[src/shared/flow_map.vh]
`ifndef FLOW_MAP_VH
`define FLOW_MAP_VH
// program counter
`define PC_W 11
`define PC_MAX 11'h7ff
`define PC_RESET 11'h000
`define ONCHIP_W_SMALL 10
`define ONCHIP_W_LARGE 11
// vectors
`define VEC_EXT 11'h003
`define VEC_TMR 11'h007
// status word fields
`define PSW_SP_LO 0
`define PSW_SP_HI 2
`define PSW_ONE 3
`define PSW_BANK 4
`define PSW_F0 5
`define PSW_AC 6
`define PSW_CY 7
`define PSW_RESET 8'h08
`define SP_RESET 3'h0
// stack area in data ram
`define STACK_BASE 5'h08
`define STACK_BYTES 16
// timer
`define CNT_MAX 8'hff
`define PRESCALE_DIV 32
`define PRESCALE_MAX 5'h1f
`define EVENT_MIN_CYCLES 3
// condition select codes
`define CND_ACC_ZERO 4'h0
`define CND_ACC_NZ 4'h1
`define CND_ACC_BIT 4'h2
`define CND_CY_CLR 4'h3
`define CND_CY_SET 4'h4
`define CND_F0 4'h5
`define CND_F1 4'h6
`define CND_TF 4'h7
`define CND_T0_LO 4'h8
`define CND_T0_HI 4'h9
`define CND_T1_LO 4'ha
`define CND_T1_HI 4'hb
`define CND_INT_LO 4'hc
`endif

[src/stack_interrupt_timer.v]
`timescale 1ns/1ns
`include "flow_map.vh"
module stack_interrupt_timer (
   // clock and reset
   input wire clk,
   input wire resetn,
   // machine cycle strobe and instruction boundary
   input wire cycle_stb,
   input wire instr_done,
   input wire second_cycle,
   input wire large_variant,
   // program counter control
   input wire pc_inc,
   input wire pc_load,
   input wire [10:0] pc_load_val,
   input wire call_cmd,
   input wire plain_return,
   input wire restoring_return,
   // status word access
   input wire psw_write,
   input wire [7:0] psw_wdata,
   input wire user_flag_one,
   // stack ram interface
   output reg stack_we_r,
   output reg [4:0] stack_addr_r,
   output reg [15:0] stack_wdata_r,
   input wire [15:0] stack_rdata,
   // conditional branch
   input wire [3:0] cond_sel,
   input wire [7:0] accumulator,
   input wire [2:0] acc_bit_sel,
   input wire test_input_zero,
   input wire jump_on_timer_flag,
   output reg cond_true,
   // interrupt commands and pin
   input wire external_irq_enable_cmd,
   input wire external_irq_disable_cmd,
   input wire timer_irq_enable_cmd,
   input wire timer_irq_disable_cmd,
   input wire int_n,
   // timer commands and pin
   input wire timer_start_cmd,
   input wire event_mode_start_cmd,
   input wire counter_halt_cmd,
   input wire counter_load_cmd,
   input wire event_test_input,
   // outputs
   output reg [10:0] pc_r,
   output reg [10:0] onchip_addr_r,
   output reg ext_fetch_r,
   output wire [7:0] processor_status_word,
   output wire [7:0] counter_value,
   output reg timer_flag_r,
   output reg irq_taken_r
);
   localparam S_RUN = 3'b001;
   localparam S_PUSH = 3'b010;
   localparam S_POP = 3'b100;
   reg [2:0] state_r;
   reg [2:0] sp_r;
   reg [3:0] upper_r;
   reg bank_unused_r;
   reg int_s_r;
   reg ext_en_r;
   reg tmr_en_r;
   reg tmr_pend_r;
   reg in_service_r;
   reg [10:0] vec_r;
   reg ret_restore_r;
   reg push_int_r;
   wire wrap;
   wire [2:0] sp_dec;
   wire ext_req;
   wire tmr_req;
   wire take_int;
   wire [10:0] pc_nxt;
   event_counter u_cnt (
      .clk(clk),
      .resetn(resetn),
      .cycle_stb(cycle_stb),
      .timer_start_cmd(timer_start_cmd),
      .event_mode_start_cmd(event_mode_start_cmd),
      .counter_halt_cmd(counter_halt_cmd),
      .counter_load_cmd(counter_load_cmd),
      .load_data(accumulator),
      .event_test_input(event_test_input),
      .count_r(counter_value),
      .wrap_pulse(wrap)
   );
   // upper bits: cy ac f0 bank; bit 3 reads one
   assign processor_status_word = {upper_r, 1'b1, sp_r};
   assign sp_dec = sp_r - 3'd1;
   assign pc_nxt = (pc_r == `PC_MAX) ? `PC_RESET : pc_r + 11'd1;
   // level sampled once per machine cycle
   always @(posedge clk or negedge resetn) begin
      if (!resetn)
         int_s_r <= 1'b1;
      else if (cycle_stb)
         int_s_r <= int_n;
   end
   assign ext_req = ext_en_r && !int_s_r && !in_service_r;
   assign tmr_req = tmr_en_r && tmr_pend_r && !in_service_r;
   assign take_int = state_r == S_RUN && instr_done &&
                     (ext_req || tmr_req);
   always @(posedge clk or negedge resetn) begin
      if (!resetn) begin
         state_r <= S_RUN;
         pc_r <= `PC_RESET;
         sp_r <= `SP_RESET;
         upper_r <= 4'h0;
         bank_unused_r <= 1'b0;
         ext_en_r <= 1'b0;
         tmr_en_r <= 1'b0;
         tmr_pend_r <= 1'b0;
         timer_flag_r <= 1'b0;
         in_service_r <= 1'b0;
         vec_r <= `PC_RESET;
         ret_restore_r <= 1'b0;
         push_int_r <= 1'b0;
         stack_we_r <= 1'b0;
         stack_addr_r <= `STACK_BASE;
         stack_wdata_r <= 16'h0000;
         irq_taken_r <= 1'b0;
      end else begin
         stack_we_r <= 1'b0;
         irq_taken_r <= 1'b0;
         if (external_irq_enable_cmd)
            ext_en_r <= 1'b1;
         else if (external_irq_disable_cmd)
            ext_en_r <= 1'b0;
         if (timer_irq_enable_cmd)
            tmr_en_r <= 1'b1;
         else if (timer_irq_disable_cmd)
            tmr_en_r <= 1'b0;
         // set wins over clear
         if (wrap)
            timer_flag_r <= 1'b1;
         else if (jump_on_timer_flag)
            timer_flag_r <= 1'b0;
         if (wrap && !timer_irq_disable_cmd)
            tmr_pend_r <= 1'b1;
         else if (timer_irq_disable_cmd)
            tmr_pend_r <= 1'b0;
         if (psw_write && state_r == S_RUN) begin
            upper_r <= psw_wdata[7:4];
            sp_r <= psw_wdata[2:0];
         end
         if (in_service_r && ret_restore_r && second_cycle)
            in_service_r <= 1'b0;
         case (state_r)
            S_RUN: begin
               if (take_int) begin
                  state_r <= S_PUSH;
                  push_int_r <= 1'b1;
                  in_service_r <= 1'b1;
                  // stale restore mark must not reopen the window
                  ret_restore_r <= 1'b0;
                  irq_taken_r <= 1'b1;
                  if (ext_req)
                     vec_r <= `VEC_EXT;
                  else begin
                     vec_r <= `VEC_TMR;
                     if (!wrap)
                        tmr_pend_r <= 1'b0;
                  end
               end else if (call_cmd) begin
                  state_r <= S_PUSH;
                  push_int_r <= 1'b0;
                  vec_r <= pc_load_val;
               end else if (plain_return || restoring_return) begin
                  sp_r <= sp_dec;
                  // address the pair now so ram data stands in the pop cycle
                  stack_addr_r <= `STACK_BASE + {1'b0, sp_dec, 1'b0};
                  ret_restore_r <= restoring_return;
                  state_r <= S_POP;
               end else if (pc_load)
                  pc_r <= pc_load_val;
               else if (pc_inc)
                  pc_r <= pc_nxt;
            end
            S_PUSH: begin
               stack_we_r <= 1'b1;
               stack_addr_r <= `STACK_BASE + {1'b0, sp_r, 1'b0};
               stack_wdata_r <= {upper_r, 1'b0, pc_r};
               sp_r <= sp_r + 3'd1;
               pc_r <= vec_r;
               state_r <= S_RUN;
            end
            S_POP: begin
               pc_r <= stack_rdata[10:0];
               if (ret_restore_r)
                  upper_r <= stack_rdata[15:12];
               state_r <= S_RUN;
            end
            default: state_r <= S_RUN;
         endcase
      end
   end
   // on-chip address uses low ten bits only in the small variant; large variant uses all eleven
   always @(posedge clk or negedge resetn) begin
      if (!resetn) begin
         onchip_addr_r <= 11'h000;
         ext_fetch_r <= 1'b0;
      end else if (large_variant) begin
         onchip_addr_r <= pc_r;
         ext_fetch_r <= 1'b0;
      end else begin
         onchip_addr_r <= {1'b0, pc_r[9:0]};
         ext_fetch_r <= pc_r[10];
      end
   end
   always @(posedge clk or negedge resetn) begin
      if (!resetn)
         cond_true <= 1'b0;
      else begin
         case (cond_sel)
            `CND_ACC_ZERO: cond_true <= accumulator == 8'h00;
            `CND_ACC_NZ: cond_true <= accumulator != 8'h00;
            `CND_ACC_BIT: cond_true <= accumulator[acc_bit_sel];
            `CND_CY_CLR: cond_true <= !upper_r[3];
            `CND_CY_SET: cond_true <= upper_r[3];
            `CND_F0: cond_true <= upper_r[1];
            `CND_F1: cond_true <= user_flag_one;
            `CND_TF: cond_true <= timer_flag_r;
            `CND_T0_LO: cond_true <= !test_input_zero;
            `CND_T0_HI: cond_true <= test_input_zero;
            `CND_T1_LO: cond_true <= !event_test_input;
            `CND_T1_HI: cond_true <= event_test_input;
            `CND_INT_LO: cond_true <= !int_s_r;
            default: cond_true <= 1'b0;
         endcase
      end
   end
endmodule // stack_interrupt_timer

[src/event_counter.v]
`timescale 1ns/1ns
`include "flow_map.vh"
module event_counter (
   // clock and reset
   input wire clk,
   input wire resetn,
   // machine cycle strobe
   input wire cycle_stb,
   // control
   input wire timer_start_cmd,
   input wire event_mode_start_cmd,
   input wire counter_halt_cmd,
   input wire counter_load_cmd,
   input wire [7:0] load_data,
   // event pin, synchronous
   input wire event_test_input,
   // state
   output reg [7:0] count_r,
   output wire wrap_pulse
);
   localparam M_STOP = 3'b001;
   localparam M_TIMER = 3'b010;
   localparam M_EVENT = 3'b100;
   reg [2:0] mode_r;
   reg [4:0] presc_r;
   reg ev_s1_r;
   reg ev_s2_r;
   reg ev_prev_r;
   reg [1:0] holdoff_r;
   wire fall;
   wire tick;
   wire inc;
   // two-stage sample then edge compare
   always @(posedge clk or negedge resetn) begin
      if (!resetn) begin
         ev_s1_r <= 1'b1;
         ev_s2_r <= 1'b1;
         ev_prev_r <= 1'b1;
      end else begin
         ev_s1_r <= event_test_input;
         ev_s2_r <= ev_s1_r;
         ev_prev_r <= ev_s2_r;
      end
   end
   assign fall = ev_prev_r & ~ev_s2_r;
   assign tick = cycle_stb && presc_r == `PRESCALE_MAX;
   assign inc = (mode_r == M_TIMER && tick) ||
                (mode_r == M_EVENT && fall && holdoff_r == 2'd0);
   assign wrap_pulse = inc && count_r == `CNT_MAX;
   always @(posedge clk or negedge resetn) begin
      if (!resetn) begin
         mode_r <= M_STOP;
         presc_r <= 5'h00;
         holdoff_r <= 2'd0;
      end else begin
         if (counter_halt_cmd)
            mode_r <= M_STOP;
         else if (timer_start_cmd)
            mode_r <= M_TIMER;
         else if (event_mode_start_cmd)
            mode_r <= M_EVENT;
         if (timer_start_cmd)
            presc_r <= 5'h00;
         else if (cycle_stb)
            presc_r <= presc_r + 5'h01;
         if (inc && mode_r == M_EVENT)
            holdoff_r <= 2'd`EVENT_MIN_CYCLES;
         else if (cycle_stb && holdoff_r != 2'd0)
            holdoff_r <= holdoff_r - 2'd1;
      end
   end
   // counter value survives reset
   always @(posedge clk) begin
      if (counter_load_cmd)
         count_r <= load_data;
      else if (inc)
         count_r <= count_r + 8'h01;
   end
endmodule // event_counter

[config.mk]
export PLATFORM = sky130hd
export DESIGN_NAME = stack_interrupt_timer
export DESIGN_NICKNAME = d
export VERILOG_FILES = /design/src/stack_interrupt_timer.v /design/src/event_counter.v
export VERILOG_INCLUDE_DIRS = /design/src /design/src/shared
export SDC_FILE = /design/constraint.sdc
export NUM_CORES = 1
export LEC_CHECK = 0
export BUFFER_PORTS_ARGS = -buffer_cell sky130_fd_sc_hd__buf_4
export CORE_ASPECT_RATIO = 1.75
export CORE_MARGIN = 4
export CORE_UTILIZATION = 35
export CTS_CLUSTER_DIAMETER = 120
export DETAILED_ROUTE_END_ITERATION = 7
export PLACE_DENSITY_LB_ADDON = 0.08
export SETUP_SLACK_MARGIN = 0.15
export SLEW_MARGIN = 20
export SYNTH_ARGS = -nofsm -noshare
export SYNTH_HDL_FRONTEND = slang
export SYNTH_HIERARCHICAL = 1
export SYNTH_SLANG_ARGS = --single-unit
export TNS_END_PERCENT = 20
[constraint.sdc]
create_clock -name clk -period 4.64 [get_ports clk]
set_input_delay 0.232 -clock clk [delete_from_list [all_inputs] [get_ports clk]]
set_output_delay 0.232 -clock clk [all_outputs]
set_load 0.1 [all_outputs]
==> results of run 1 <==
per-layer routing:
metal  wire, microns  vias to the layer above
met2            8075                      137
met3             643                       18
li1                -                     1998
met1            5248                     2016
met5               0                        -
met4             316                        0
cell type report:
| class | count | area (sq um) |
|---|---|---|
| fillers | 1338 | 7241 |
| clock inverters | 6 | 68.82 |
| inverters | 17 | 63.81 |
| clock buffers | 10 | 229.0 |
| well taps | 174 | 217.7 |
| repair buffers | 135 | 1016 |
| multi-input cells | 361 | 2216 |
| flip-flops and latches | 94 | 2401 |
worst max-delay path: stages, from the launching register on:
cell,delay (ns)
dfstp_2,0.76
nor2_1,0.09
nand2_1,0.57
inv_1,0.62
ha_1,0.46
mux2_2,0.25
stage by stage:
step | hold slack (ns) | utilization | setup WS, ns | power, mW
global placement | 0.2041 | 0.4389 | 1.786 | 4.166
detailed placement | 0.2127 | 0.4389 | 1.761 | 4.196
global route | 0.002814 | 0.4618 | 1.565 | 5.141
CTS | 0.006485 | 0.4618 | 1.753 | 4.961
floorplan | -0.06359 | - | 1.978 | 3.504
finish | 0.01805 | 0.4618 | 1.767 | 4.909
final timing paths:
path	startpoint	end	slack (ns)
max in group asynchronous	resetn	pc_r[4]	3.20
min reg2reg	u_cnt/ev_s1_r	u_cnt/ev_s2_r	0.36
min	event_test_input	u_cnt/ev_s1_r	0.02
max reg2reg	state_r[0]	stack_addr_r[1]	1.77
max	state_r[0]	stack_addr_r[1]	1.77
min in group asynchronous	resetn	u_cnt/presc_r[3]	0.38
power by group:
group | internal [mW] | total, mW | leakage [nW] | switching, mW
logic | 0.617 | 2.74 | 1.58 | 2.13
registers | 1.12 | 1.42 | 1.11 | 0.302
clock network | 0.423 | 0.746 | 0.145 | 0.323
sequential cells by signal, summed over array words and instances, names as in the netlist, 2 cells and up:
signal and cells:
pc_r 11, u_cnt/presc_r 5, u_cnt/holdoff_r 2, state_r 3
u_cnt/count_r 8, upper_r 4, stack_wdata_r 15, u_cnt/mode_r 3
onchip_addr_r 11, sp_r 3, vec_r 11, stack_addr_r 4
logic make-up (layout without fill, tap and decap cells):
logic type      count (synthesis)  after routing  share of synthesized area
simple gates                  209            209                     0.2062
compound gates                112            112                     0.1704
flops                          94             94                     0.4991
buf+inv                        42            168                    0.04109
mux                            18             18                    0.04083
xor+xnor                       11             11                    0.02003
fa+ha+maj                       8              8                    0.02081
other cells                     2              3                   0.001561
cell usage in the layout, fill, tap and decap left out, types with 3 or more instances in the layout:
cell type	netlist	routed
buf_4	5	134
o221ai_1	4	4
edfxtp_1	8	8
xnor2_1	7	7
nor4_1	6	6
o21ai_0	19	19
dfrtp_1	79	79
conb_1	2	3
nand3b_1	3	3
clkbuf_16	0	9
mux2i_1	14	14
nor2_1	39	39
a21o_1	7	7
a31oi_1	5	5
and2_1	5	5
dfstp_2	7	7
nand2_1	97	97
o22a_1	4	4
o31a_1	3	3
a21oi_1	27	27
a22oi_1	8	8
nand2b_1	9	9
nor2b_1	8	8
o211ai_1	4	4
mux2_2	3	3
ha_1	8	8
a211oi_1	4	4
xor2_1	4	4
inv_1	17	17
nand3_1	12	12
nand4_1	6	6
nor3_1	5	5
and3_1	4	4
timing repair:
| action | 4_1_cts | 5_1_grt |
|---|---|---|
| gates resized for setup | 0 | 0 |
| hold buffers | 1 | 0 |
| setup buffers | 0 | 0 |
| hold endpoints to repair | 29 | 0 |
==> results.sh, run 1 <==
export IMPL_cts_sinks=94
export IMPL_min_path_type="primary input to flop"
export IMPL_status="complete, no violations"
export IMPL_seq_area_frac_synth=0.4991
export IMPL_overflow=0
export IMPL_rsz0062_at_grt="false"
export IMPL_relSlewSlack=0.3842
export IMPL_use_met2=0.3377
export IMPL_synthArstFlopShare=0.9149
export IMPL_routed_wl_mm=14.28
export IMPL_nets=701
export IMPL_hold_viol=0
export IMPL_track_usage=0.1803
export IMPL_clockRootBuffer="clkbuf_16"
export IMPL_gp_congestion=0.8610
export IMPL_cp_arrival_ns=3.10
export IMPL_avgRoutedWirePerCell_microns=17.92
export IMPL_grt_max_degree=56
export IMPL_cellPowerDensity_nw_per_um2=790.1
export IMPL_fin_cells=797
export IMPL_top_usage_layer="met2"
export IMPL_synth_edf_count=8
export IMPL_final_max_slew_viol_count=0
export IMPL_synth_warnings=6
export IMPL_ys_top_cells_by_count="nand2_1 (97), dfrtp_1 (79), nor2_1 (39)"
export IMPL_tightest_slew_ns=0.9167
export IMPL_use_met1=0.2005
export IMPL_critPathCaptureType="flop"
export IMPL_fmax_mhz=348.1
export IMPL_drv_cap=0
export IMPL_numPortBuffers=133
export IMPL_hpwlAfterDp_mm=11.03
export IMPL_clockBufferDepth=2
export IMPL_synth_area_leaders="dfrtp_1 (41%), nand2_1 (7.6%), edfxtp_1 (5.0%)"
export IMPL_place_area_sq_um=5904
export IMPL_clk_latency_ns=0.34
export IMPL_numCtsBuffers=9
export IMPL_netlist_area_leader_share=0.4109
export IMPL_synth_cell_area_sq_um=4811
export IMPL_startpoint_type="flop"
export IMPL_fin_area_sq_um=6212
export IMPL_ys_types=70
export IMPL_via_per_inst=5.231
export IMPL_ioPinCount=139
export IMPL_drc_errors=0
export IMPL_placed_cells=780
export IMPL_cts_tree="yes"
export IMPL_synth_ff_type="dfrtp_1"
export IMPL_die_x_microns=96.63
export IMPL_grt_pass1_wl_mm=22.48
export IMPL_setup_viol=0
export IMPL_rows=56
export IMPL_worstPathRequired_ns=4.86
export IMPL_timing_final_crit_share=0.6192
export IMPL_coreArea_sq_um=13450
export IMPL_vias=4169
export IMPL_diodes=0
export IMPL_post_route_min_period_ns=2.873
export IMPL_whs_path_depth=1
export IMPL_ff2ff_path_depth=5
export IMPL_ir_drop_mv=0.6212
export IMPL_synth_most_common_cell="nand2_1"
export IMPL_htree_num_levels=3
export IMPL_drive_gt1_frac=0.2793
export IMPL_drt_pass1_iter_count=5
export IMPL_synth_avg_cell_area_sq_um=9.699
export IMPL_clock_skew_ns=0.008101
export IMPL_syn_to_final_growth_pct=29.13
export IMPL_crit_type="flop to flop"
export IMPL_start_util=0.3576
export IMPL_tns_ns=0
export IMPL_syn_inst=496
export IMPL_crit_fanout=26
export IMPL_clk_pin_slew_ns=0.07
export IMPL_leakage_nw=2.837
export IMPL_drt_iter0_drc=189
export IMPL_fp_dieH_microns=163.1
export IMPL_synth_ff_latch_count=94
export IMPL_synth_area_leader_cell="dfrtp_1"
export IMPL_met3_usage=0.03504
export IMPL_antenna_found_initial=0
export IMPL_dieArea_sq_um=15760
export IMPL_grt_pass1_vias=4260
export IMPL_detail_route_antenna_nets=0
Note: power is estimated with default switching activity, not from simulation.
==> run 2: changes to the inputs <==
--- a/config.mk
+++ b/config.mk
@@ -6,6 +6,7 @@
 export SDC_FILE = /design/constraint.sdc
 export NUM_CORES = 1
 export LEC_CHECK = 0
+export ABC_AREA = 1
 export BUFFER_PORTS_ARGS = -buffer_cell sky130_fd_sc_hd__buf_4
 export CORE_ASPECT_RATIO = 1.75
 export CORE_MARGIN = 4
==> constraint.sdc (replaced) <==
create_clock -name clk -period 2.3 [get_ports clk]
set_input_delay 0.115 -clock clk [delete_from_list [all_inputs] [get_ports clk]]
set_output_delay 0.115 -clock clk [all_outputs]
set_load 0.1 [all_outputs]
==> results.sh, run 2 <==
export IMPL_status="complete, no violations"
export IMPL_tns_ns=0
export IMPL_vias=4344
export IMPL_final_max_slew_viol_count=0
export IMPL_synth_area_leader_cell="dfrtp_1"
export IMPL_synth_area_leaders="dfrtp_1 (42%), nand2_1 (14%), o21ai_0 (5.8%)"
export IMPL_drt_pass1_iter_count=4
export IMPL_hold_viol=0
export IMPL_clock_skew_ns=0.005933
export IMPL_grt_pass1_wl_mm=21.01
export IMPL_r2r_end="u_cnt/count_r[4]"
export IMPL_clockRootBuffer="clkbuf_16"
export IMPL_antenna_found_initial=0
export IMPL_crit_family="simple AND/OR/NAND/NOR gates"
export IMPL_routed_wl_mm=13.21
export IMPL_grt_max_degree=49
export IMPL_cts_sinks=94
export IMPL_clk_pin_slew_ns=0.07
export IMPL_clk_latency_ns=0.34
export IMPL_track_usage=0.1739
export IMPL_min_path_type="primary input to flop"
export IMPL_fmax_mhz=549.4
export IMPL_r2r_slack_ns=0.48
export IMPL_htree_num_levels=3
export IMPL_crit_type="flop to flop"
export IMPL_ioPinCount=139
export IMPL_overflow=0
export IMPL_grt_pass1_vias=4339
export IMPL_postLayoutCoreUtil=0.4790
export IMPL_numCtsBuffers=9
export IMPL_top_register="stack_wdata_r"
export IMPL_layout_common_cells="nand2_1 (174), buf_4 (136), dfrtp_1 (79), inv_1 (63), nor2_1 (61)"
export IMPL_startpoint_type="flop"
export IMPL_gp_congestion=0.8371
export IMPL_largest_reg_flops=15
export IMPL_rows=56
export IMPL_use_met2=0.3161
export IMPL_crit_top_cell="nor2_1"
export IMPL_layout_commonest_cell="nand2_1"
export IMPL_relSlewSlack=0.5665
export IMPL_cts_tree="yes"
export IMPL_ys_types=39
export IMPL_synth_most_common_cell="nand2_1"
export IMPL_syn_inst=593
export IMPL_setup_viol=0
export IMPL_diodes=0
export IMPL_ff2ff_path_depth=8
export IMPL_drt_iter0_drc=231
export IMPL_start_util=0.3555
export IMPL_holdPathEnd="vec_r[7]"
export IMPL_nets=821
export IMPL_drive_gt1_frac=0.2490
export IMPL_dieArea_sq_um=15520
export IMPL_timing_final_crit_share=0.7913
export IMPL_tightest_slew_ns=0.6503
export IMPL_syn_to_final_growth_pct=34.73
export IMPL_detail_route_antenna_nets=0
export IMPL_fp_dieH_microns=161.8
export IMPL_met3_usage=0.02873
export IMPL_hpwlAfterDp_mm=10.28
export IMPL_ys_top_cells_by_count="nand2_1 (175), dfrtp_1 (79), inv_1 (63)"
export IMPL_post_route_min_period_ns=1.820
export IMPL_path_cells="ha_1 > nand2_1 > nor2_1 > ha_1 > nand4_1 > nor2_1 > nor2_1 > nand2_1"
export IMPL_rsz0062_at_grt="false"
export IMPL_drv_cap=0
export IMPL_power_total_mw=10.65
export IMPL_worstPathRequired_ns=2.32
export IMPL_ir_drop_mv=0.9676
export IMPL_via_per_inst=4.737
export IMPL_netlist_area_leader_share=0.4177
export IMPL_critPathCaptureType="flop"
export IMPL_worstHoldStart="pc_load_val[7]"
export IMPL_cp_arrival_ns=1.84
export IMPL_synth_warnings=6
export IMPL_cellPowerDensity_nw_per_um2=1669
export IMPL_synthArstFlopShare=0.9149
export IMPL_synth_cell_area_sq_um=4733
export IMPL_coreArea_sq_um=13310
export IMPL_clockBufferDepth=2
export IMPL_numPortBuffers=133
export IMPL_synth_ff_type="dfrtp_1"
export IMPL_synth_avg_cell_area_sq_um=7.982
export IMPL_regToRegStartpoint="u_cnt/presc_r[0]"
export IMPL_whs_path_depth=3
export IMPL_drc_errors=0
export IMPL_crit_fanout=8
export IMPL_path_buf_inv=0
export IMPL_avgRoutedWirePerCell_microns=14.41
export IMPL_top_usage_layer="met2"
export IMPL_use_met1=0.2036
export IMPL_leakage_nw=3.235
export IMPL_die_x_microns=95.91
export IMPL_slowest_delay_ns=0.40
export IMPL_cp_slowest_cell="dfrtp_1"
export IMPL_seq_area_frac_synth=0.5073
export IMPL_synth_edf_count=8
export IMPL_synth_ff_latch_count=94
[run 2: repair_timing]
| action | CTS | global route |
|---|---|---|
| hold buffers | 12 | 0 |
| buffers inserted | 0 | 0 |
| resized for setup | 0 | 1 |
| endpoints found under the hold margin | 53 | 0 |
| endpoints found under the setup margin | 0 | 1 |
[run 2: power by group]
part | switching (mW) | total, mW | internal (mW)
clock | 0.663 | 1.72 | 1.06
combinational | 4.76 | 6.12 | 1.36
sequential | 0.497 | 2.81 | 2.31
total | 5.92 | 10.6 | 4.73
[run 2: stage by stage]
stage / setup slack (ns) / hold WS (ns) / std cells / cell area [sq um]
6_report: 0.4799 / 0.02525 / 917 / 6377
2_1_floorplan: 0.1740 / -0.1806 / 594 / 4737
3_3_place_gp: 0.4394 / 0.1769 / 889 / 5904
5_1_grt: 0.3382 / 0.01742 / 917 / 6377
4_1_cts: 0.3544 / 0.008212 / 917 / 6375
3_5_place_dp: 0.3605 / 0.1878 / 889 / 5904
[run 2: worst register-to-register path: cells and delay by family, from the launching register on]
kind,cells,cell delay [ns]
adder cells (fa/ha/maj),2,0.39
AND/OR/NAND/NOR,6,0.70
flip-flops,1,0.40
[run 2: final cells by class]
type,instances,area [sq um]
Clock buffer,11,264.0
Clock inverter,5,86.33
Fill cell,1364,6935
Inverter,67,251.5
Multi-Input combinational cell,417,1996
Sequential cell,94,2401
Tap cell,174,217.7
Timing Repair Buffer,149,1161
[run 2: cells by family (layout without fill, tap and decap cells)]
| kind of cell | after synthesis | after routing | share of synthesized area |
|---|---|---|---|
| buffers and inverters | 83 | 232 | 0.07243 |
| and+or+nand+nor | 293 | 293 | 0.2580 |
| AOI/OAI and AO/OA | 107 | 107 | 0.1282 |
| DFF | 94 | 94 | 0.5073 |
| other | 2 | 3 | 0.001587 |
| adders and majority gates | 8 | 8 | 0.02115 |
| xor gates and xnor gates | 5 | 5 | 0.009254 |
| muxes | 1 | 1 | 0.002115 |
[run 2: worst max-delay path by stage]
stage / from / to / slack (ns) / cells past startpoint
floorplan: pc_r[1] / pc_r[5] / 0.17 / 10
global placement: int_s_r / vec_r[1] / 0.44 / 7
detailed placement: int_s_r / vec_r[5] / 0.36 / 7
CTS: int_s_r / vec_r[5] / 0.35 / 7
global route: pc_r[0] / pc_r[10] / 0.34 / 10
finish: u_cnt/presc_r[0] / u_cnt/count_r[4] / 0.48 / 8
[run 2: per-layer routing]
layer  wire (microns)  vias to the layer above
met5                0                        -
met4              172                        0
met3              602                       11
met2             7194                      110
met1             5241                     2029
li1                 -                     2194
